**config.mk**
```make
export PLATFORM = sky130hd
export DESIGN_NAME = sdm_monitor
export DESIGN_NICKNAME = d
export VERILOG_FILES = /design/src/inc/sdm_pkg.sv /design/src/core/sdm_persist.sv /design/src/core/sdm_monitor.sv
export SDC_FILE = /design/constraint.sdc
export NUM_CORES = 1
export LEC_CHECK = 0
export BUFFER_PORTS_ARGS = -buffer_cell sky130_fd_sc_hd__buf_2
export CORE_MARGIN = 3
export CORE_UTILIZATION = 50
export CTS_BUF_LIST = sky130_fd_sc_hd__clkbuf_8
export DETAILED_ROUTE_END_ITERATION = 8
export MAX_ROUTING_LAYER = met4
export PLACE_DENSITY = 0.75
export SYNTH_ARGS = -nofsm -noshare
export SYNTH_HDL_FRONTEND = slang
export SYNTH_SLANG_ARGS = --single-unit
export TNS_END_PERCENT = 1
```
**constraint.sdc**
```tcl
create_clock -name CLK -period 6.02 [get_ports CLK]
set_input_delay 0.903 -clock CLK [delete_from_list [all_inputs] [get_ports CLK]]
set_output_delay 0.903 -clock CLK [all_outputs]
set_load 0.02 [all_outputs]
```
**src/inc/sdm_pkg.sv**
```systemverilog
// Constants and types shared by the section defect monitor
package sdm_pkg;
    // ----------------------------------------
    // Register offsets
    // ----------------------------------------
    localparam logic [15:0] SDM_ADDR_STATUS_HIGH = 16'h1106;
    localparam logic [15:0] SDM_ADDR_STATUS_LOW = 16'h1107;
    localparam logic [15:0] SDM_ADDR_CHANGE_FLAGS = 16'h1109;
    localparam logic [15:0] SDM_ADDR_CONTROL = 16'h1100;
    localparam logic [15:0] SDM_ADDR_INSYNC_THRESH = 16'h112B;
    localparam logic [15:0] SDM_ADDR_ZERO_RUN_HI = 16'h112E;
    localparam logic [15:0] SDM_ADDR_ZERO_RUN_LO = 16'h112F;
    localparam logic [15:0] SDM_ADDR_SF_THRESH = 16'h1130;
    localparam logic [15:0] SDM_ADDR_SD_THRESH = 16'h1131;
    localparam logic [15:0] SDM_ADDR_B2_INTERVAL = 16'h1132;
    // ----------------------------------------
    // Field positions
    // ----------------------------------------
    localparam int SDM_BIT_SF_ENABLE = 6;
    localparam int SDM_BIT_SD_ENABLE = 5;
    localparam int SDM_BIT_AIS_CHANGE = 1;
    localparam int SDM_BIT_RDI_CHANGE = 0;
    // ----------------------------------------
    // Values after reset
    // ----------------------------------------
    localparam logic [7:0] SDM_RESET_BYTE = 8'h00;
    localparam logic [7:0] SDM_RESET_INTERVAL = 8'h08;
    // ----------------------------------------
    // K2 patterns and frame counts
    // ----------------------------------------
    localparam logic [2:0] SDM_K2_AIS = 3'h7;
    localparam logic [2:0] SDM_K2_RDI = 3'h6;
    localparam logic [2:0] SDM_PERSIST_FRAMES = 3'h5;
    localparam logic [5:0] SDM_S1_UNSTABLE_COUNT = 6'h20;
    localparam logic [3:0] SDM_S1_STABLE_FRAMES = 4'h8;
    localparam logic [3:0] SDM_K_UNSTABLE_FRAMES = 4'hC;
    localparam logic [3:0] SDM_K_STABLE_FRAMES = 4'h3;
    localparam logic [2:0] SDM_SEF_CLEAR_FRAMES = 3'h2;
    localparam int SDM_LOF_TIME_US = 3000;
    localparam int SDM_FRAME_PERIOD_US = 125;
    localparam logic [4:0] SDM_LOF_FRAMES = 5'(SDM_LOF_TIME_US / SDM_FRAME_PERIOD_US);
    // Errored framing patterns needed for SEF, per criteria select
    localparam logic [2:0] SDM_SEF_SET_0 = 3'h4;
    localparam logic [2:0] SDM_SEF_SET_1 = 3'h5;
    localparam logic [2:0] SDM_SEF_SET_2 = 3'h6;
    localparam logic [2:0] SDM_SEF_SET_3 = 3'h7;
    // ----------------------------------------
    // Types
    // ----------------------------------------
    typedef struct packed {
        logic frame_strobe;
        logic framing_error;
        logic [7:0] k1;
        logic [7:0] k2;
        logic [7:0] s1;
        logic [7:0] b2_errors;
    } sdm_overhead_t;

    typedef enum logic [0:0] {
        SDM_SEF_CLEAR = 1'b0,
        SDM_SEF_DECLARED = 1'b1
    } sdm_sef_state_t;
endpackage : sdm_pkg

```
**src/core/sdm_persist.sv**
```systemverilog
// Five-frame persistence filter for one K2 pattern
`timescale 1ns/10ps
module sdm_persist
    import sdm_pkg::*;
(
    input wire logic clk,
    input wire logic rst_n,
    input wire logic ce,
    input wire logic frame_strobe,
    input wire logic match,
    output logic declared
);
    // ----------------------------------------
    // Count frames that disagree with the state
    // ----------------------------------------
    logic [2:0] run_reg;
    logic [2:0] run_next;
    logic declared_next;
    wire logic differs = match != declared;
    wire logic run_done = (run_reg + 3'h1) == SDM_PERSIST_FRAMES;

    assign run_next = !differs ? 3'h0 : run_done ? 3'h0 : run_reg + 3'h1;
    assign declared_next = (differs && run_done) ? match : declared;

    always_ff @(posedge clk or negedge rst_n) begin
        if (!rst_n) begin
            run_reg <= 3'h0;
            declared <= 1'b0;
        end else if (ce && frame_strobe) begin
            run_reg <= run_next;
            declared <= declared_next;
        end
    end
endmodule : sdm_persist

```
**src/core/sdm_monitor.sv**
```systemverilog
// Receive section overhead defect monitor with its status registers
// ----------------------------------------
// Notes on behaviour
// - MS-AIS declaration is a status bit, 1 while declared.
// - Declare MS-RDI after K2 bits 6-8 equal 110 for 5 frames.
// - S1 counter increments, up to 32, on each frame whose S1 differs from last.
// - S1 unstable declared when the S1 counter reaches 32.
// - S1 counter returns to zero after 8 frames of identical S1.
// - K1/K2 unstable declared after 12 frames without a repeated pair.
// - K1/K2 unstable cleared once a pair holds for three frames.
// - SF set when interval B2 errors exceed SF threshold, else cleared.
// - SD set when interval B2 errors exceed SD threshold, else cleared.
// - LOF declared after SEF has held for 24 frames, 3 ms.
// - SEF criteria chosen by a two-bit field at 0x112B.
// - LOS declared after a zero-byte run equal to the 16-bit limit.
// - Read-only status byte at 0x1107 holds eight defect bits.
// - Change flag byte at 0x1109, bit 1 MS-AIS, bit 0 MS-RDI.
// - MS-AIS change flag set on both declare and clear.
// - MS-RDI change flag set on both declare and clear.
// - Change flags read 1 after an event and clear on read.
// - MS-AIS declaration shown in bit 0 at 0x1106.
// - Declare MS-AIS after K2 bits 6-8 equal 111 for 5 frames.
// - SD neither declared nor cleared unless its enable is set.
// ----------------------------------------
`timescale 1ns/10ps
module sdm_monitor
    import sdm_pkg::*;
(
    input wire logic CLK,
    input wire logic RESETN,
    input wire logic CE,
    input wire logic [7:0] RX_BYTE,
    input wire logic RX_BYTE_VALID,
    input wire sdm_overhead_t OH_INFO,
    input wire logic [15:0] ADDR,
    input wire logic WR_EN,
    input wire logic RD_EN,
    input wire logic [7:0] WR_DATA,
    output logic [7:0] RD_DATA
);
    // ----------------------------------------
    // Reset release
    // ----------------------------------------
    logic rst_meta_reg;
    logic rst_n;

    always_ff @(posedge CLK or negedge RESETN) begin
        if (!RESETN) begin
            rst_meta_reg <= 1'b0;
            rst_n <= 1'b0;
        end else begin
            rst_meta_reg <= 1'b1;
            rst_n <= rst_meta_reg;
        end
    end

    // ----------------------------------------
    // Register decode
    // ----------------------------------------
    wire logic frame = CE && OH_INFO.frame_strobe;
    wire logic wr_control = WR_EN && (ADDR == SDM_ADDR_CONTROL);
    wire logic wr_insync = WR_EN && (ADDR == SDM_ADDR_INSYNC_THRESH);
    wire logic wr_zero_hi = WR_EN && (ADDR == SDM_ADDR_ZERO_RUN_HI);
    wire logic wr_zero_lo = WR_EN && (ADDR == SDM_ADDR_ZERO_RUN_LO);
    wire logic wr_sf_thr = WR_EN && (ADDR == SDM_ADDR_SF_THRESH);
    wire logic wr_sd_thr = WR_EN && (ADDR == SDM_ADDR_SD_THRESH);
    wire logic wr_interval = WR_EN && (ADDR == SDM_ADDR_B2_INTERVAL);
    wire logic rd_flags = RD_EN && (ADDR == SDM_ADDR_CHANGE_FLAGS);

    logic [7:0] control_reg;
    logic [7:0] insync_reg;
    logic [15:0] zero_run_limit;
    logic [7:0] sf_thresh_reg;
    logic [7:0] sd_thresh_reg;
    logic [7:0] interval_reg;

    always_ff @(posedge CLK or negedge rst_n) begin
        if (!rst_n) begin
            control_reg <= SDM_RESET_BYTE;
            insync_reg <= SDM_RESET_BYTE;
            zero_run_limit <= 16'h0000;
            sf_thresh_reg <= SDM_RESET_BYTE;
            sd_thresh_reg <= SDM_RESET_BYTE;
            interval_reg <= SDM_RESET_INTERVAL;
        end else if (CE) begin
            if (wr_control) control_reg <= WR_DATA;
            if (wr_insync) insync_reg <= WR_DATA;
            if (wr_zero_hi) zero_run_limit[15:8] <= WR_DATA;
            if (wr_zero_lo) zero_run_limit[7:0] <= WR_DATA;
            if (wr_sf_thr) sf_thresh_reg <= WR_DATA;
            if (wr_sd_thr) sd_thresh_reg <= WR_DATA;
            if (wr_interval) interval_reg <= WR_DATA;
        end
    end

    // ----------------------------------------
    // MS-AIS and MS-RDI persistence
    // ----------------------------------------
    logic [1:0] k2_declared;
    wire logic [2:0] k2_low = OH_INFO.k2[2:0];
    wire logic [1:0] k2_match = {k2_low == SDM_K2_AIS, k2_low == SDM_K2_RDI};
    wire logic ms_ais = k2_declared[1];
    wire logic ms_rdi = k2_declared[0];

    genvar g;
    generate
        for (g = 0; g < 2; g++) begin : g_k2
            sdm_persist u_persist (
                .clk(CLK),
                .rst_n(rst_n),
                .ce(CE),
                .frame_strobe(OH_INFO.frame_strobe),
                .match(k2_match[g]),
                .declared(k2_declared[g])
            );
        end
    endgenerate

    // ----------------------------------------
    // S1 instability
    // ----------------------------------------
    logic [7:0] s1_prev_reg;
    logic [5:0] s1_count_reg;
    logic [3:0] s1_same_reg;
    logic s1_unstable_reg;
    wire logic s1_differs = OH_INFO.s1 != s1_prev_reg;
    wire logic s1_settled = !s1_differs && (s1_same_reg + 4'h1 == SDM_S1_STABLE_FRAMES);
    wire logic s1_at_top = s1_count_reg == SDM_S1_UNSTABLE_COUNT;
    wire logic [5:0] s1_count_next = s1_settled ? 6'h00 :
        (s1_differs && !s1_at_top) ? s1_count_reg + 6'h01 : s1_count_reg;
    wire logic [3:0] s1_same_next = s1_differs ? 4'h1 :
        s1_settled ? 4'h0 : s1_same_reg + 4'h1;
    wire logic s1_unstable_next = (s1_count_next == SDM_S1_UNSTABLE_COUNT) ? 1'b1 :
        s1_settled ? 1'b0 : s1_unstable_reg;

    always_ff @(posedge CLK or negedge rst_n) begin
        if (!rst_n) begin
            s1_prev_reg <= 8'h00;
            s1_count_reg <= 6'h00;
            s1_same_reg <= 4'h0;
            s1_unstable_reg <= 1'b0;
        end else if (frame) begin
            s1_prev_reg <= OH_INFO.s1;
            s1_count_reg <= s1_count_next;
            s1_same_reg <= s1_same_next;
            s1_unstable_reg <= s1_unstable_next;
        end
    end

    // ----------------------------------------
    // K1/K2 instability
    // ----------------------------------------
    logic [15:0] kpair_prev_reg;
    logic [3:0] k_change_reg;
    logic [3:0] k_hold_reg;
    logic k_unstable_reg;
    wire logic [15:0] kpair = {OH_INFO.k1, OH_INFO.k2};
    wire logic k_same = kpair == kpair_prev_reg;
    wire logic [3:0] k_change_next = k_same ? 4'h0 :
        (k_change_reg == SDM_K_UNSTABLE_FRAMES) ? k_change_reg : k_change_reg + 4'h1;
    wire logic [3:0] k_hold_next = !k_same ? 4'h1 :
        (k_hold_reg == SDM_K_STABLE_FRAMES) ? k_hold_reg : k_hold_reg + 4'h1;
    wire logic k_unstable_next = (k_change_next == SDM_K_UNSTABLE_FRAMES) ? 1'b1 :
        (k_hold_next == SDM_K_STABLE_FRAMES) ? 1'b0 : k_unstable_reg;

    always_ff @(posedge CLK or negedge rst_n) begin
        if (!rst_n) begin
            kpair_prev_reg <= 16'h0000;
            k_change_reg <= 4'h0;
            k_hold_reg <= 4'h0;
            k_unstable_reg <= 1'b0;
        end else if (frame) begin
            kpair_prev_reg <= kpair;
            k_change_reg <= k_change_next;
            k_hold_reg <= k_hold_next;
            k_unstable_reg <= k_unstable_next;
        end
    end

    // ----------------------------------------
    // B2 interval accumulation, SF and SD
    // ----------------------------------------
    logic [15:0] b2_acc_reg;
    logic [7:0] b2_frames_reg;
    logic sf_reg;
    logic sd_reg;
    wire logic [15:0] b2_sum = b2_acc_reg + {8'h00, OH_INFO.b2_errors};
    wire logic interval_end = (b2_frames_reg + 8'h01) >= interval_reg;
    wire logic sf_enable = control_reg[SDM_BIT_SF_ENABLE];
    wire logic sd_enable = control_reg[SDM_BIT_SD_ENABLE];
    wire logic sf_over = b2_sum > {8'h00, sf_thresh_reg};
    wire logic sd_over = b2_sum > {8'h00, sd_thresh_reg};

    always_ff @(posedge CLK or negedge rst_n) begin
        if (!rst_n) begin
            b2_acc_reg <= 16'h0000;
            b2_frames_reg <= 8'h00;
            sf_reg <= 1'b0;
            sd_reg <= 1'b0;
        end else if (frame) begin
            b2_acc_reg <= interval_end ? 16'h0000 : b2_sum;
            b2_frames_reg <= interval_end ? 8'h00 : b2_frames_reg + 8'h01;
            if (interval_end && sf_enable) sf_reg <= sf_over;
            if (interval_end && sd_enable) sd_reg <= sd_over;
        end
    end

    // ----------------------------------------
    // SEF and LOF
    // ----------------------------------------
    sdm_sef_state_t sef_state;
    sdm_sef_state_t sef_state_next;
    logic [2:0] sef_run_reg;
    logic [4:0] lof_count_reg;
    logic lof_reg;
    logic [2:0] sef_set_frames;

    assign sef_set_frames = (insync_reg[1:0] == 2'h0) ? SDM_SEF_SET_0 :
        (insync_reg[1:0] == 2'h1) ? SDM_SEF_SET_1 :
        (insync_reg[1:0] == 2'h2) ? SDM_SEF_SET_2 : SDM_SEF_SET_3;

    wire logic sef_counting = (sef_state == SDM_SEF_CLEAR) ? OH_INFO.framing_error
        : !OH_INFO.framing_error;
    wire logic [2:0] sef_run_next = sef_counting ? sef_run_reg + 3'h1 : 3'h0;
    wire logic sef_set_hit = sef_run_next == sef_set_frames;
    wire logic sef_clear_hit = sef_run_next == SDM_SEF_CLEAR_FRAMES;
    wire logic sef = sef_state == SDM_SEF_DECLARED;

    always_comb begin
        sef_state_next = sef_state;
        unique case (sef_state)
            SDM_SEF_CLEAR: begin
                if (sef_set_hit) sef_state_next = SDM_SEF_DECLARED;
            end
            SDM_SEF_DECLARED: begin
                if (sef_clear_hit) sef_state_next = SDM_SEF_CLEAR;
            end
        endcase
    end

    always_ff @(posedge CLK or negedge rst_n) begin
        if (!rst_n) begin
            sef_state <= SDM_SEF_CLEAR;
            sef_run_reg <= 3'h0;
            lof_count_reg <= 5'h00;
            lof_reg <= 1'b0;
        end else if (frame) begin
            sef_state <= sef_state_next;
            sef_run_reg <= (sef_state_next != sef_state) ? 3'h0 : sef_run_next;
            lof_count_reg <= !sef ? 5'h00 :
                (lof_count_reg == SDM_LOF_FRAMES) ? lof_count_reg : lof_count_reg + 5'h01;
            lof_reg <= sef && (lof_count_reg + 5'h01 >= SDM_LOF_FRAMES);
        end
    end

    // ----------------------------------------
    // LOS zero-run detection
    // ----------------------------------------
    logic [15:0] zero_run_reg;
    logic los_reg;
    wire logic byte_in = CE && RX_BYTE_VALID;
    wire logic byte_zero = RX_BYTE == 8'h00;
    wire logic [15:0] zero_run_next = !byte_zero ? 16'h0000 :
        (zero_run_reg == 16'hFFFF) ? zero_run_reg : zero_run_reg + 16'h0001;

    always_ff @(posedge CLK or negedge rst_n) begin
        if (!rst_n) begin
            zero_run_reg <= 16'h0000;
            los_reg <= 1'b0;
        end else if (byte_in) begin
            zero_run_reg <= zero_run_next;
            if (!byte_zero) los_reg <= 1'b0;
            else if (zero_run_next == zero_run_limit) los_reg <= 1'b1;
        end
    end

    // ----------------------------------------
    // Change flags, reset upon read
    // ----------------------------------------
    logic ais_prev_reg;
    logic rdi_prev_reg;
    logic ais_flag_reg;
    logic rdi_flag_reg;
    wire logic ais_change = ms_ais != ais_prev_reg;
    wire logic rdi_change = ms_rdi != rdi_prev_reg;

    always_ff @(posedge CLK or negedge rst_n) begin
        if (!rst_n) begin
            ais_prev_reg <= 1'b0;
            rdi_prev_reg <= 1'b0;
            ais_flag_reg <= 1'b0;
            rdi_flag_reg <= 1'b0;
        end else if (CE) begin
            ais_prev_reg <= ms_ais;
            rdi_prev_reg <= ms_rdi;
            ais_flag_reg <= ais_change || (ais_flag_reg && !rd_flags);
            rdi_flag_reg <= rdi_change || (rdi_flag_reg && !rd_flags);
        end
    end

    // ----------------------------------------
    // Read data
    // ----------------------------------------
    wire logic [7:0] status_low = {ms_rdi, s1_unstable_reg, k_unstable_reg, sf_reg,
        sd_reg, lof_reg, sef, los_reg};
    wire logic [7:0] status_high = {7'h00, ms_ais};
    wire logic [7:0] change_flags = {6'h00, ais_flag_reg, rdi_flag_reg};
    logic [7:0] rd_mux;

    always_comb begin
        unique case (ADDR)
            SDM_ADDR_STATUS_HIGH: rd_mux = status_high;
            SDM_ADDR_STATUS_LOW: rd_mux = status_low;
            SDM_ADDR_CHANGE_FLAGS: rd_mux = change_flags;
            SDM_ADDR_CONTROL: rd_mux = control_reg;
            SDM_ADDR_INSYNC_THRESH: rd_mux = insync_reg;
            SDM_ADDR_ZERO_RUN_HI: rd_mux = zero_run_limit[15:8];
            SDM_ADDR_ZERO_RUN_LO: rd_mux = zero_run_limit[7:0];
            SDM_ADDR_SF_THRESH: rd_mux = sf_thresh_reg;
            SDM_ADDR_SD_THRESH: rd_mux = sd_thresh_reg;
            SDM_ADDR_B2_INTERVAL: rd_mux = interval_reg;
            default: rd_mux = 8'h00;
        endcase
    end

    always_ff @(posedge CLK or negedge rst_n) begin
        if (!rst_n) begin
            RD_DATA <= 8'h00;
        end else if (CE && RD_EN) begin
            RD_DATA <= rd_mux;
        end
    end
endmodule : sdm_monitor

```
# Yosys cells after proc, flatten, opt, wreduce, memory -nomap -nowiden
# Index checks and enable logic that the tools add are counted.
# W data, S select, Z words.
word_totals:
  out_inout_bits: 8
  register_bits: 175
  word_cells: 168
  in_bits: 72
op_classes:
  n_mux: 34
  bitwise_logic: 1
  add_sub_neg: 11
  magnitude_cmp: 4
  eq_ne: 37
  reduce_logical: 45
op_table:
  columns: ["cell", "count"]
  rows:
  - ["$eq A16 B13 Y1 const B", 10]
  - ["$pmux W8 S10", 1]
  - ["$mux W16", 3]
  - ["$eq A16 B16 Y1", 2]
  - ["$gt A16 B8 Y1", 2]
  - ["$reduce_and A2 Y1", 15]
  - ["$mux W4", 6]
  - ["$logic_and A1 B1 Y1", 20]
  - ["$mux W3", 6]
  - ["$add A16 B1 Y16 const B", 1]
  - ["$add A16 B8 Y16", 1]
  - ["$eq A16 B16 Y1 const B", 1]
  - ["$add A4 B1 Y4 const B", 3]
  - ["$eq A3 B3 Y1 const B", 4]
  - ["$eq A4 B4 Y1 const B", 3]
  - ["$eq A6 B6 Y1 const B", 2]
  - ["$mux W6", 2]
  - ["$mux W1", 10]
  - ["$mux W5", 2]
  - ["$add A3 B1 Y3 const B", 3]
  - ["$add A8 B1 Y8 const B", 1]
  - ["$eq A4 B2 Y1 const B", 2]
  - ["$ge A8 B8 Y1", 1]
  - ["$logic_not A8 Y1", 1]
  - ["20 further kinds", 30]

# Depth between registers and ports, before layout
# Gate-level depths: netlist (run 1).
logic_depth:
  word_depth: 9
  mapped_depth: 13
  depth_no_buf: 13

# By module
# A second synthesis (run 1) with hierarchy kept.
unflattened:
  cells_unflattened: 1131
  area_unflattened_um2: 10346.2
by_module_without_submodules:
  columns: ["module", "cells_per_inst", "n_inst", "seq_area_each_um2", "area_per_inst_um2"]
  rows:
  - ["sdm_monitor", 1089, 1, 4180.3, 9888.2]
  - ["sdm_persist", 21, 2, 100.1, 229.0]

# Least setup slack after synthesis (run 1)
# No wires, ideal clock.
synth_path:
  path_kind: "in2reg"
  start: "in OH_INFO[0] (netlist bit)"
  end: "reg sf_reg"
  arrival_time_ns: 2.976
  t_required_ns: 5.885
  setup_ns: 0.135
  setup_slack_ns: 2.908
  cell_stages: 12
  cell_sequence: "ha_1 inv_1 fa_1 nor2b_1 o2111a_1 nor3_1 xnor2_1 ha_1 a21o_1 a21o_1 o21ai_0 a31oi_1"
synth_via:
  elab_chain_cells: 2
synth_rtl:
  columns: ["item", "line_no", "text"]
  rows:
  - ["start, declared", "sdm_monitor.sv:34", "input wire sdm_overhead_t OH_INFO,"]
  - ["$add A16 B8 Y16", "sdm_monitor.sv:187", "wire logic [15:0] b2_sum = b2_acc_reg + {8'h00, OH_INFO.b2_errors};"]
  - ["$gt A16 B8 Y1", "sdm_monitor.sv:191", "wire logic sf_over = b2_sum > {8'h00, sf_thresh_reg};"]
  - ["end signal, assigned", "sdm_monitor.sv:203", "if (interval_end && sf_enable) sf_reg <= sf_over;"]
  - ["end, declared", "sdm_monitor.sv:185", "logic sf_reg;"]
# Every way passes these cells.
# A chain may end at the register's enable or synchronous reset.

# Final worst setup path (run 1)
layout_path:
  start: "reg b2_frames_reg[0]"
  end: "reg sd_reg"
layout_via:
  elab_chain_cells: 4
layout_rtl:
  columns: ["item", "line_no", "text"]
  rows:
  - ["start, declared", "sdm_monitor.sv:184", "logic [7:0] b2_frames_reg;"]
  - ["start signal, assigned", "sdm_monitor.sv:202", "b2_frames_reg <= interval_end ? 8'h00 : b2_frames_reg + 8'h01;"]
  - ["$add A8 B1 Y8", "sdm_monitor.sv:188", "wire logic interval_end = (b2_frames_reg + 8'h01) >= interval_reg;"]
  - ["$ge A8 B8 Y1", "sdm_monitor.sv:188", null]
  - ["$logic_and A1 B1 Y1", "sdm_monitor.sv:204", "if (interval_end && sd_enable) sd_reg <= sd_over;"]
  - ["$reduce_and A2 Y1 (no source line)", null, null]
  - ["end signal, assigned", "sdm_monitor.sv:204", null]
  - ["end, declared", "sdm_monitor.sv:186", "logic sd_reg;"]
# Every way passes these cells.

==> flow_summary.toml, run 1 <==
[synthesis]
synth_area_per_cell_um2 = 9.12
async_sr_flop_fraction_pct = 100
ys_ff_latch = 175
synthesis.nets = 1284
seq_area_frac_synth_pct = 41.2
cell_types_with_the_largest_area_share_after_synthesis = "dfrtp_1 41%, nand2_1 7.0%, ha_1 5.5%"
postSynth.topFlopCell = "dfrtp_1"
post_synth_most_frequent_cells = "197 x nand2_1, 174 x dfrtp_1, 97 x o21ai_0"
synthesis.area_um2 = 10600
synth.lib_cells_used.distinct = 79
syn-instance-count = 1164
synth_edf_count = 0
netlist.top_cell.by_area = "dfrtp_1"
yosys.cell_count.top_type = "nand2_1"
yosys_warnings = 0
synth_top_area_share_pct = 41.0

[cells_and_area]
diodes = 0
stdcell_count = 1498
area_growth_syn_to_layout_pct = 8.94
layout-drive-gt1-share_pct = 15.3
nNetsFinal = 1335

[place]
post_dp_hpwl_um = 18100
post-place-cells = 1466
place_worst_setup_slack_ns = 2.53
port-buffer-count = 79
finalWeightedCongestion = 0.952

[power]
power_per_cell_area_nw_per_um2 = 267
reported_leakage_power_nw = 5.28
peakVddDrop_uv = 168
p_total_w = 0.00309

[routing]
wire_per_inst_um = 17.3
dr.first_iter.drc_count = 894
drt_first_pass_iters = 5
post-route-drc-count = 0
ant_nets = 0
route.vias.total = 8968
drt-vias-per-instance = 5.99
routed_wirelength_um = 25900

[die]
floorplan.initialDensity_pct = 51.7
placeableCoreArea_um2 = 20600
die-area_um2 = 23000
top_level_ports = 80
fp.dieH_um = 152
core.rowCount = 52
die_w_um = 152

[clock_tree]
clock-root-buffer = "clkbuf_8"
clk_path_buf_depth = 2
cts_resized = 0
tritoncts_num_sinks = 175
post_cts_hold_buffer_count = 0
clkSlewWorstSetupHoldPaths_ns = 0.10
tritoncts.num_buffers = 17
clkLatencyLatePin_ns = 0.46
cts_post_setup_buffers_inserted = 0
ctsHtreeMaxLevel = 4
tritoncts = "yes"

[worst_setup_path]
critical_path_data_arrival_time_ns = 3.67
worst_setup_path_start_kind = "flop"
crit_type = "reg2reg"
crit_fanout = 27
crit_path_end_kind = "flop"
cp.required_ns = 6.33

[min_path]
hold_path.class = "in2async"

[timing]
timing.fmax_ghz = 0.297
finClkSkew_ns = 0.0149
max_slew.worst_pin.slew_ns = 0.948
grt_setup_unrepaired = "false"
min_period_ns = 3.36
setup_violating_endpoint_count_in_the_final_report = 0
final_critical_path_setup_slack_ns = 2.66
final-max-slew-violation-count = 0
final.setup.tns_ns = 0
portion_of_the_clock_cycle_consumed_by_the_worst_path_in_the_final_layout_pct = 55.9
maxSlewHeadroom_pct = 36.8
timing_hold_violations_final = 0

[run]
timing.max_cap.violations = 0

[global_routing]
grt_start_max_net_pins = 174
global_route_usage_over_all_layers_pct = 23.8
global_route_wire_length_before_repair_um = 42900
antenna_violations_before_repair = 0
global_route.overflow_total = 0
first_global_vias = 8581

[outcome]
status = "completed"
-- layout by cell type, fill, tap and decap left out, types with 4 or more instances in the layout --
| master | count |
|---|---|
| o211ai_1 | 7 |
| o22ai_1 | 4 |
| nand2_1 | 196 |
| a221oi_1 | 9 |
| xor2_1 | 39 |
| a21oi_1 | 39 |
| ha_1 | 47 |
| nand3_1 | 42 |
| nand3_2 | 4 |
| a31oi_1 | 9 |
| a21o_1 | 6 |
| nand3b_1 | 7 |
| clkinv_4 | 4 |
| inv_1 | 50 |
| xnor2_1 | 23 |
| and4_1 | 4 |
| nor4_1 | 11 |
| a41oi_1 | 5 |
| clkbuf_8 | 19 |
| a22o_1 | 20 |
| mux2_2 | 46 |
| nand4_1 | 16 |
| o41ai_1 | 4 |
| nor3_1 | 17 |
| o21ai_1 | 9 |
| nand2b_1 | 5 |
| nor2_1 | 52 |
| nor2b_1 | 13 |
| dfrtp_1 | 173 |
| buf_2 | 79 |
| mux2i_1 | 7 |
| o21ai_0 | 97 |
| a22oi_1 | 16 |
| and3_1 | 25 |
| o31ai_1 | 18 |
| nor4_2 | 4 |
| or2_2 | 4 |
| o21a_1 | 10 |
| and2_1 | 10 |
-- report_power, final --
group	internal, W	switching [W]	total (W)
clock network	0.000392	0.000438	0.000830
registers	0.00129	0.000129	0.00142
logic	0.000369	0.000467	0.000836
-- critical path, stage by stage, from the launching register on --
cell       delay (ns)
dfrtp_1          0.46
ha_1             0.26
nand3_1          0.14
xnor2_1          0.19
ha_1             0.31
o2111ai_1        0.12
a21oi_1          0.14
o22a_1           0.79
nand3_1          0.14
nor4_1           0.51
a31oi_1          0.16
-- metrics by stage --
| stage | util [%] | hold slack (ns) | area, um2 |
|---|---|---|---|
| floorplan | - | 0.331 | 10600 |
| global placement | 54.3 | 0.337 | 11200 |
| detailed placement | 54.3 | 0.343 | 11200 |
| CTS | 56.3 | 0.196 | 11600 |
| global route | 56.3 | 0.197 | 11600 |
| finish | 56.3 | 0.222 | 11600 |
-- final cells by class --
type | count | area [um2]
Tap cell | 270 | 338
Multi-Input combinational cell | 890 | 5830
Clock buffer | 19 | 262
Inverter | 48 | 180
Timing Repair Buffer | 83 | 438
Fill cell | 1867 | 8990
Clock inverter | 13 | 138
Sequential cell | 175 | 4380
-- worst paths after layout --
kind,start,to,slack (ns),cells after the start
hold reg to reg,rst_meta_reg$_DFF_PN0_,rst_n$_DFF_PN0_,0.36,0
setup / recovery,b2_frames_reg[0]$_DFFE_PN0P_,sd_reg$_DFFE_PN0P_,2.66,10
hold / removal,RESETN,rst_n$_DFF_PN0_,0.22,1
min in group CLK,rst_meta_reg$_DFF_PN0_,rst_n$_DFF_PN0_,0.36,0
setup reg to reg,b2_frames_reg[0]$_DFFE_PN0P_,sd_reg$_DFFE_PN0P_,2.66,10
max in group asynchronous,rst_n$_DFF_PN0_,zero_run_reg[11]$_DFFE_PN0P_,4.85,1
-- cell families after synthesis --
| logic type | Yosys count | share of synthesized area [%] |
|---|---|---|
| and+or+nand+nor | 436 | 20.6 |
| AOI/OAI and AO/OA | 290 | 17.9 |
| DFF | 175 | 41.2 |
| buffers and inverters | 99 | 3.89 |
| xor gates and xnor gates | 62 | 5.11 |
| muxes | 53 | 5.54 |
| adders and majority gates | 48 | 5.73 |
| other | 1 | 0.0353 |
-- routing by layer --
metal	wire length [um]	vias to the layer above	part of all wire, %	GRT usage [%]
met5	0	-	0	-
met4	405	0	1.6	6.56
met3	1870	35	7.2	4.37
met2	11800	339	46	35.9
met1	11800	4309	46	33.2
li1	-	4285	-	-
Power figures use the tool's default switching activity.
==> run 2: changes to the inputs <==
==> constraint.sdc (replaced) <==
create_clock -name CLK -period 3.2 [get_ports CLK]
set_input_delay 0.48 -clock CLK [delete_from_list [all_inputs] [get_ports CLK]]
set_output_delay 0.48 -clock CLK [all_outputs]
set_load 0.02 [all_outputs]
==> flow_summary.toml, run 2 (same netlist as run 1, synthesis figures left out) <==
[clock_tree]
clock-root-buffer = "clkbuf_8"
tritoncts.num_buffers = 17
ctsHtreeMaxLevel = 4
tritoncts = "yes"
clk_path_buf_depth = 2
tritoncts_num_sinks = 175
clkSlewWorstSetupHoldPaths_ns = 0.09
cts_post_setup_buffers_inserted = 0
clkLatencyLatePin_ns = 0.47

[timing]
finClkSkew_ns = 0.0200
maxSlewHeadroom_pct = 45.0
max_slew.worst_pin.slew_ns = 0.824
timing_hold_violations_final = 0
grt_setup_unrepaired = "false"
timing.fmax_ghz = 0.342
min_period_ns = 2.92
fin_hold_ws_ns = 0.225
setup_violating_endpoint_count_in_the_final_report = 0
portion_of_the_clock_cycle_consumed_by_the_worst_path_in_the_final_layout_pct = 91.4
final.setup.tns_ns = 0
final-max-slew-violation-count = 0

[cells_and_area]
filler_cell_count = 1842
layout_commonest_cell = "nand2_1"
area_growth_syn_to_layout_pct = 10.6
layout-drive-gt1-share_pct = 16.9
diodes = 0
stdcell_count = 1520
nNetsFinal = 1357
finish.instance_area_um2 = 11700
layout.cells.most_common_list = "196 x nand2_1, 173 x dfrtp_1, 97 x o21ai_0"
finish.utilization_pct = 57.1

[global_routing]
antenna_violations_before_repair = 0
global_route_wire_length_before_repair_um = 43500
grt_start_max_net_pins = 67
global_route.overflow_total = 0
global_route_usage_over_all_layers_pct = 24.1
first_global_vias = 8619

[power]
power_frac_seq_pct = 46.5
intPower_w = 0.00383
power_per_cell_area_nw_per_um2 = 494
switching_share_pct = 34.0
power_frac_clock_pct = 26.8
peakVddDrop_uv = 313
comb_power_share_pct = 26.7
total_switching_power_w = 0.00197
reported_leakage_power_nw = 5.38

[min_path]
holdCritStartpoint = "OH_INFO[27]"
hold-path-cell-count = 3
hold_path.class = "in2reg"
worstHoldEndpoint = "kpair_prev_reg[11]$_DFFE_PN0P_"

[worst_setup_path]
crit_path_end_kind = "flop"
critical_r2r_launch = "b2_acc_reg[0]$_DFFE_PN0P_"
worst_setup_path_start_kind = "flop"
crit_fanout = 3
crit_type = "reg2reg"
timing.rr.end = "sf_reg$_DFFE_PN0P_"
reg2reg_depth = 12
ff2ff_setup_slack_ns = 0.28
cp.required_ns = 3.54
critical_path_data_arrival_time_ns = 3.26

[die]
top_level_ports = 80
die-area_um2 = 23000
core.rowCount = 52
die_w_um = 152
fp.dieH_um = 152
floorplan.initialDensity_pct = 51.7
placeableCoreArea_um2 = 20600

[routing]
wire_per_inst_um = 17.1
route.vias.total = 9077
ant_nets = 0
routed_wirelength_um = 26000
drt-vias-per-instance = 5.97
drt_first_pass_iters = 5
post-route-drc-count = 0
dr.first_iter.drc_count = 622

[place]
finalWeightedCongestion = 0.959
post_dp_hpwl_um = 18900
post-place-cells = 1487
port-buffer-count = 79
placed_cell_area_um2 = 11300

[run]
timing.max_cap.violations = 0

[outcome]
status = "completed"
[run 2: cell types whose count changed in the layout (fill, tap and decap cells not counted), sizes merged]
| cell | delta |
|---|---|
| clkbuf | -2 |
| dlygate4sd3 | +1 |
| buf | +21 |
| inv | +1 |
| clkinvlp | +3 |
| clkinv | -2 |
[run 2: critical path, stage by stage (launching register included)]
cell	delay (ns)
dfrtp_1	0.39
ha_1	0.21
inv_1	0.07
fa_1	0.40
nor2b_1	0.18
o2111a_1	0.24
nor3_1	0.07
xnor2_1	0.30
ha_1	0.32
a21o_1	0.18
a21o_1	0.17
o21ai_0	0.17
a31oi_1	0.10
[run 2: worst max path at each step]
stage	from	to	slack [ns]	depth (start not counted)
floorplan	rst_n$_DFF_PN0_	RD_DATA[0]$_DFFE_PN0P_	0.31	0
finish	b2_acc_reg[0]$_DFFE_PN0P_	sf_reg$_DFFE_PN0P_	0.28	12
CTS	b2_acc_reg[0]$_DFFE_PN0P_	sf_reg$_DFFE_PN0P_	0.30	12
global placement	OH_INFO[0]	sf_reg$_DFFE_PN0P_	0.23	13
global route	b2_acc_reg[0]$_DFFE_PN0P_	sf_reg$_DFFE_PN0P_	0.03	12
detailed placement	OH_INFO[0]	sf_reg$_DFFE_PN0P_	0.13	13
[run 2: final cells by class]
class | instances | area, um2 | area share (%)
clock buffer | 17 | 234 | 1.99
multi-input combinational | 890 | 5830 | 49.7
timing repair buffer | 105 | 618 | 5.26
inverter | 48 | 180 | 1.53
tap | 270 | 338 | 2.88
sequential | 175 | 4380 | 37.3
clock inverter | 15 | 158 | 1.34
[run 2: repair_timing]
item	4_1_cts	5_1_grt
resized for setup	0	0
hold buffers	1	0
hold endpoints to repair	2	0
[run 2: layer usage]
layer	wire length, um	vias to the layer above	global-route usage, %
met5	0	-	-
met4	507	0	6.47
met3	2030	41	5.15
met2	11800	367	36.2
met1	11700	4335	33.3
li1	-	4334	-
[run 2: metrics by stage]
stage | power (W) | setup slack [ns]
after global routing | 0.00623 | 0.0339
after global placement | 0.00420 | 0.225
after CTS | 0.00583 | 0.297
final | 0.00580 | 0.276
after floorplan | 0.00384 | 0.310
after detailed placement | 0.00427 | 0.130
[run 2: power by group through the flow]
stage               combinational, W  clock [W]  sequential (W)
finish                       0.00155    0.00156         0.00269
global route                 0.00180    0.00170         0.00273
CTS                          0.00155    0.00159         0.00269
detailed placement           0.00154          0         0.00273
global placement             0.00148          0         0.00272
floorplan                    0.00117          0         0.00267
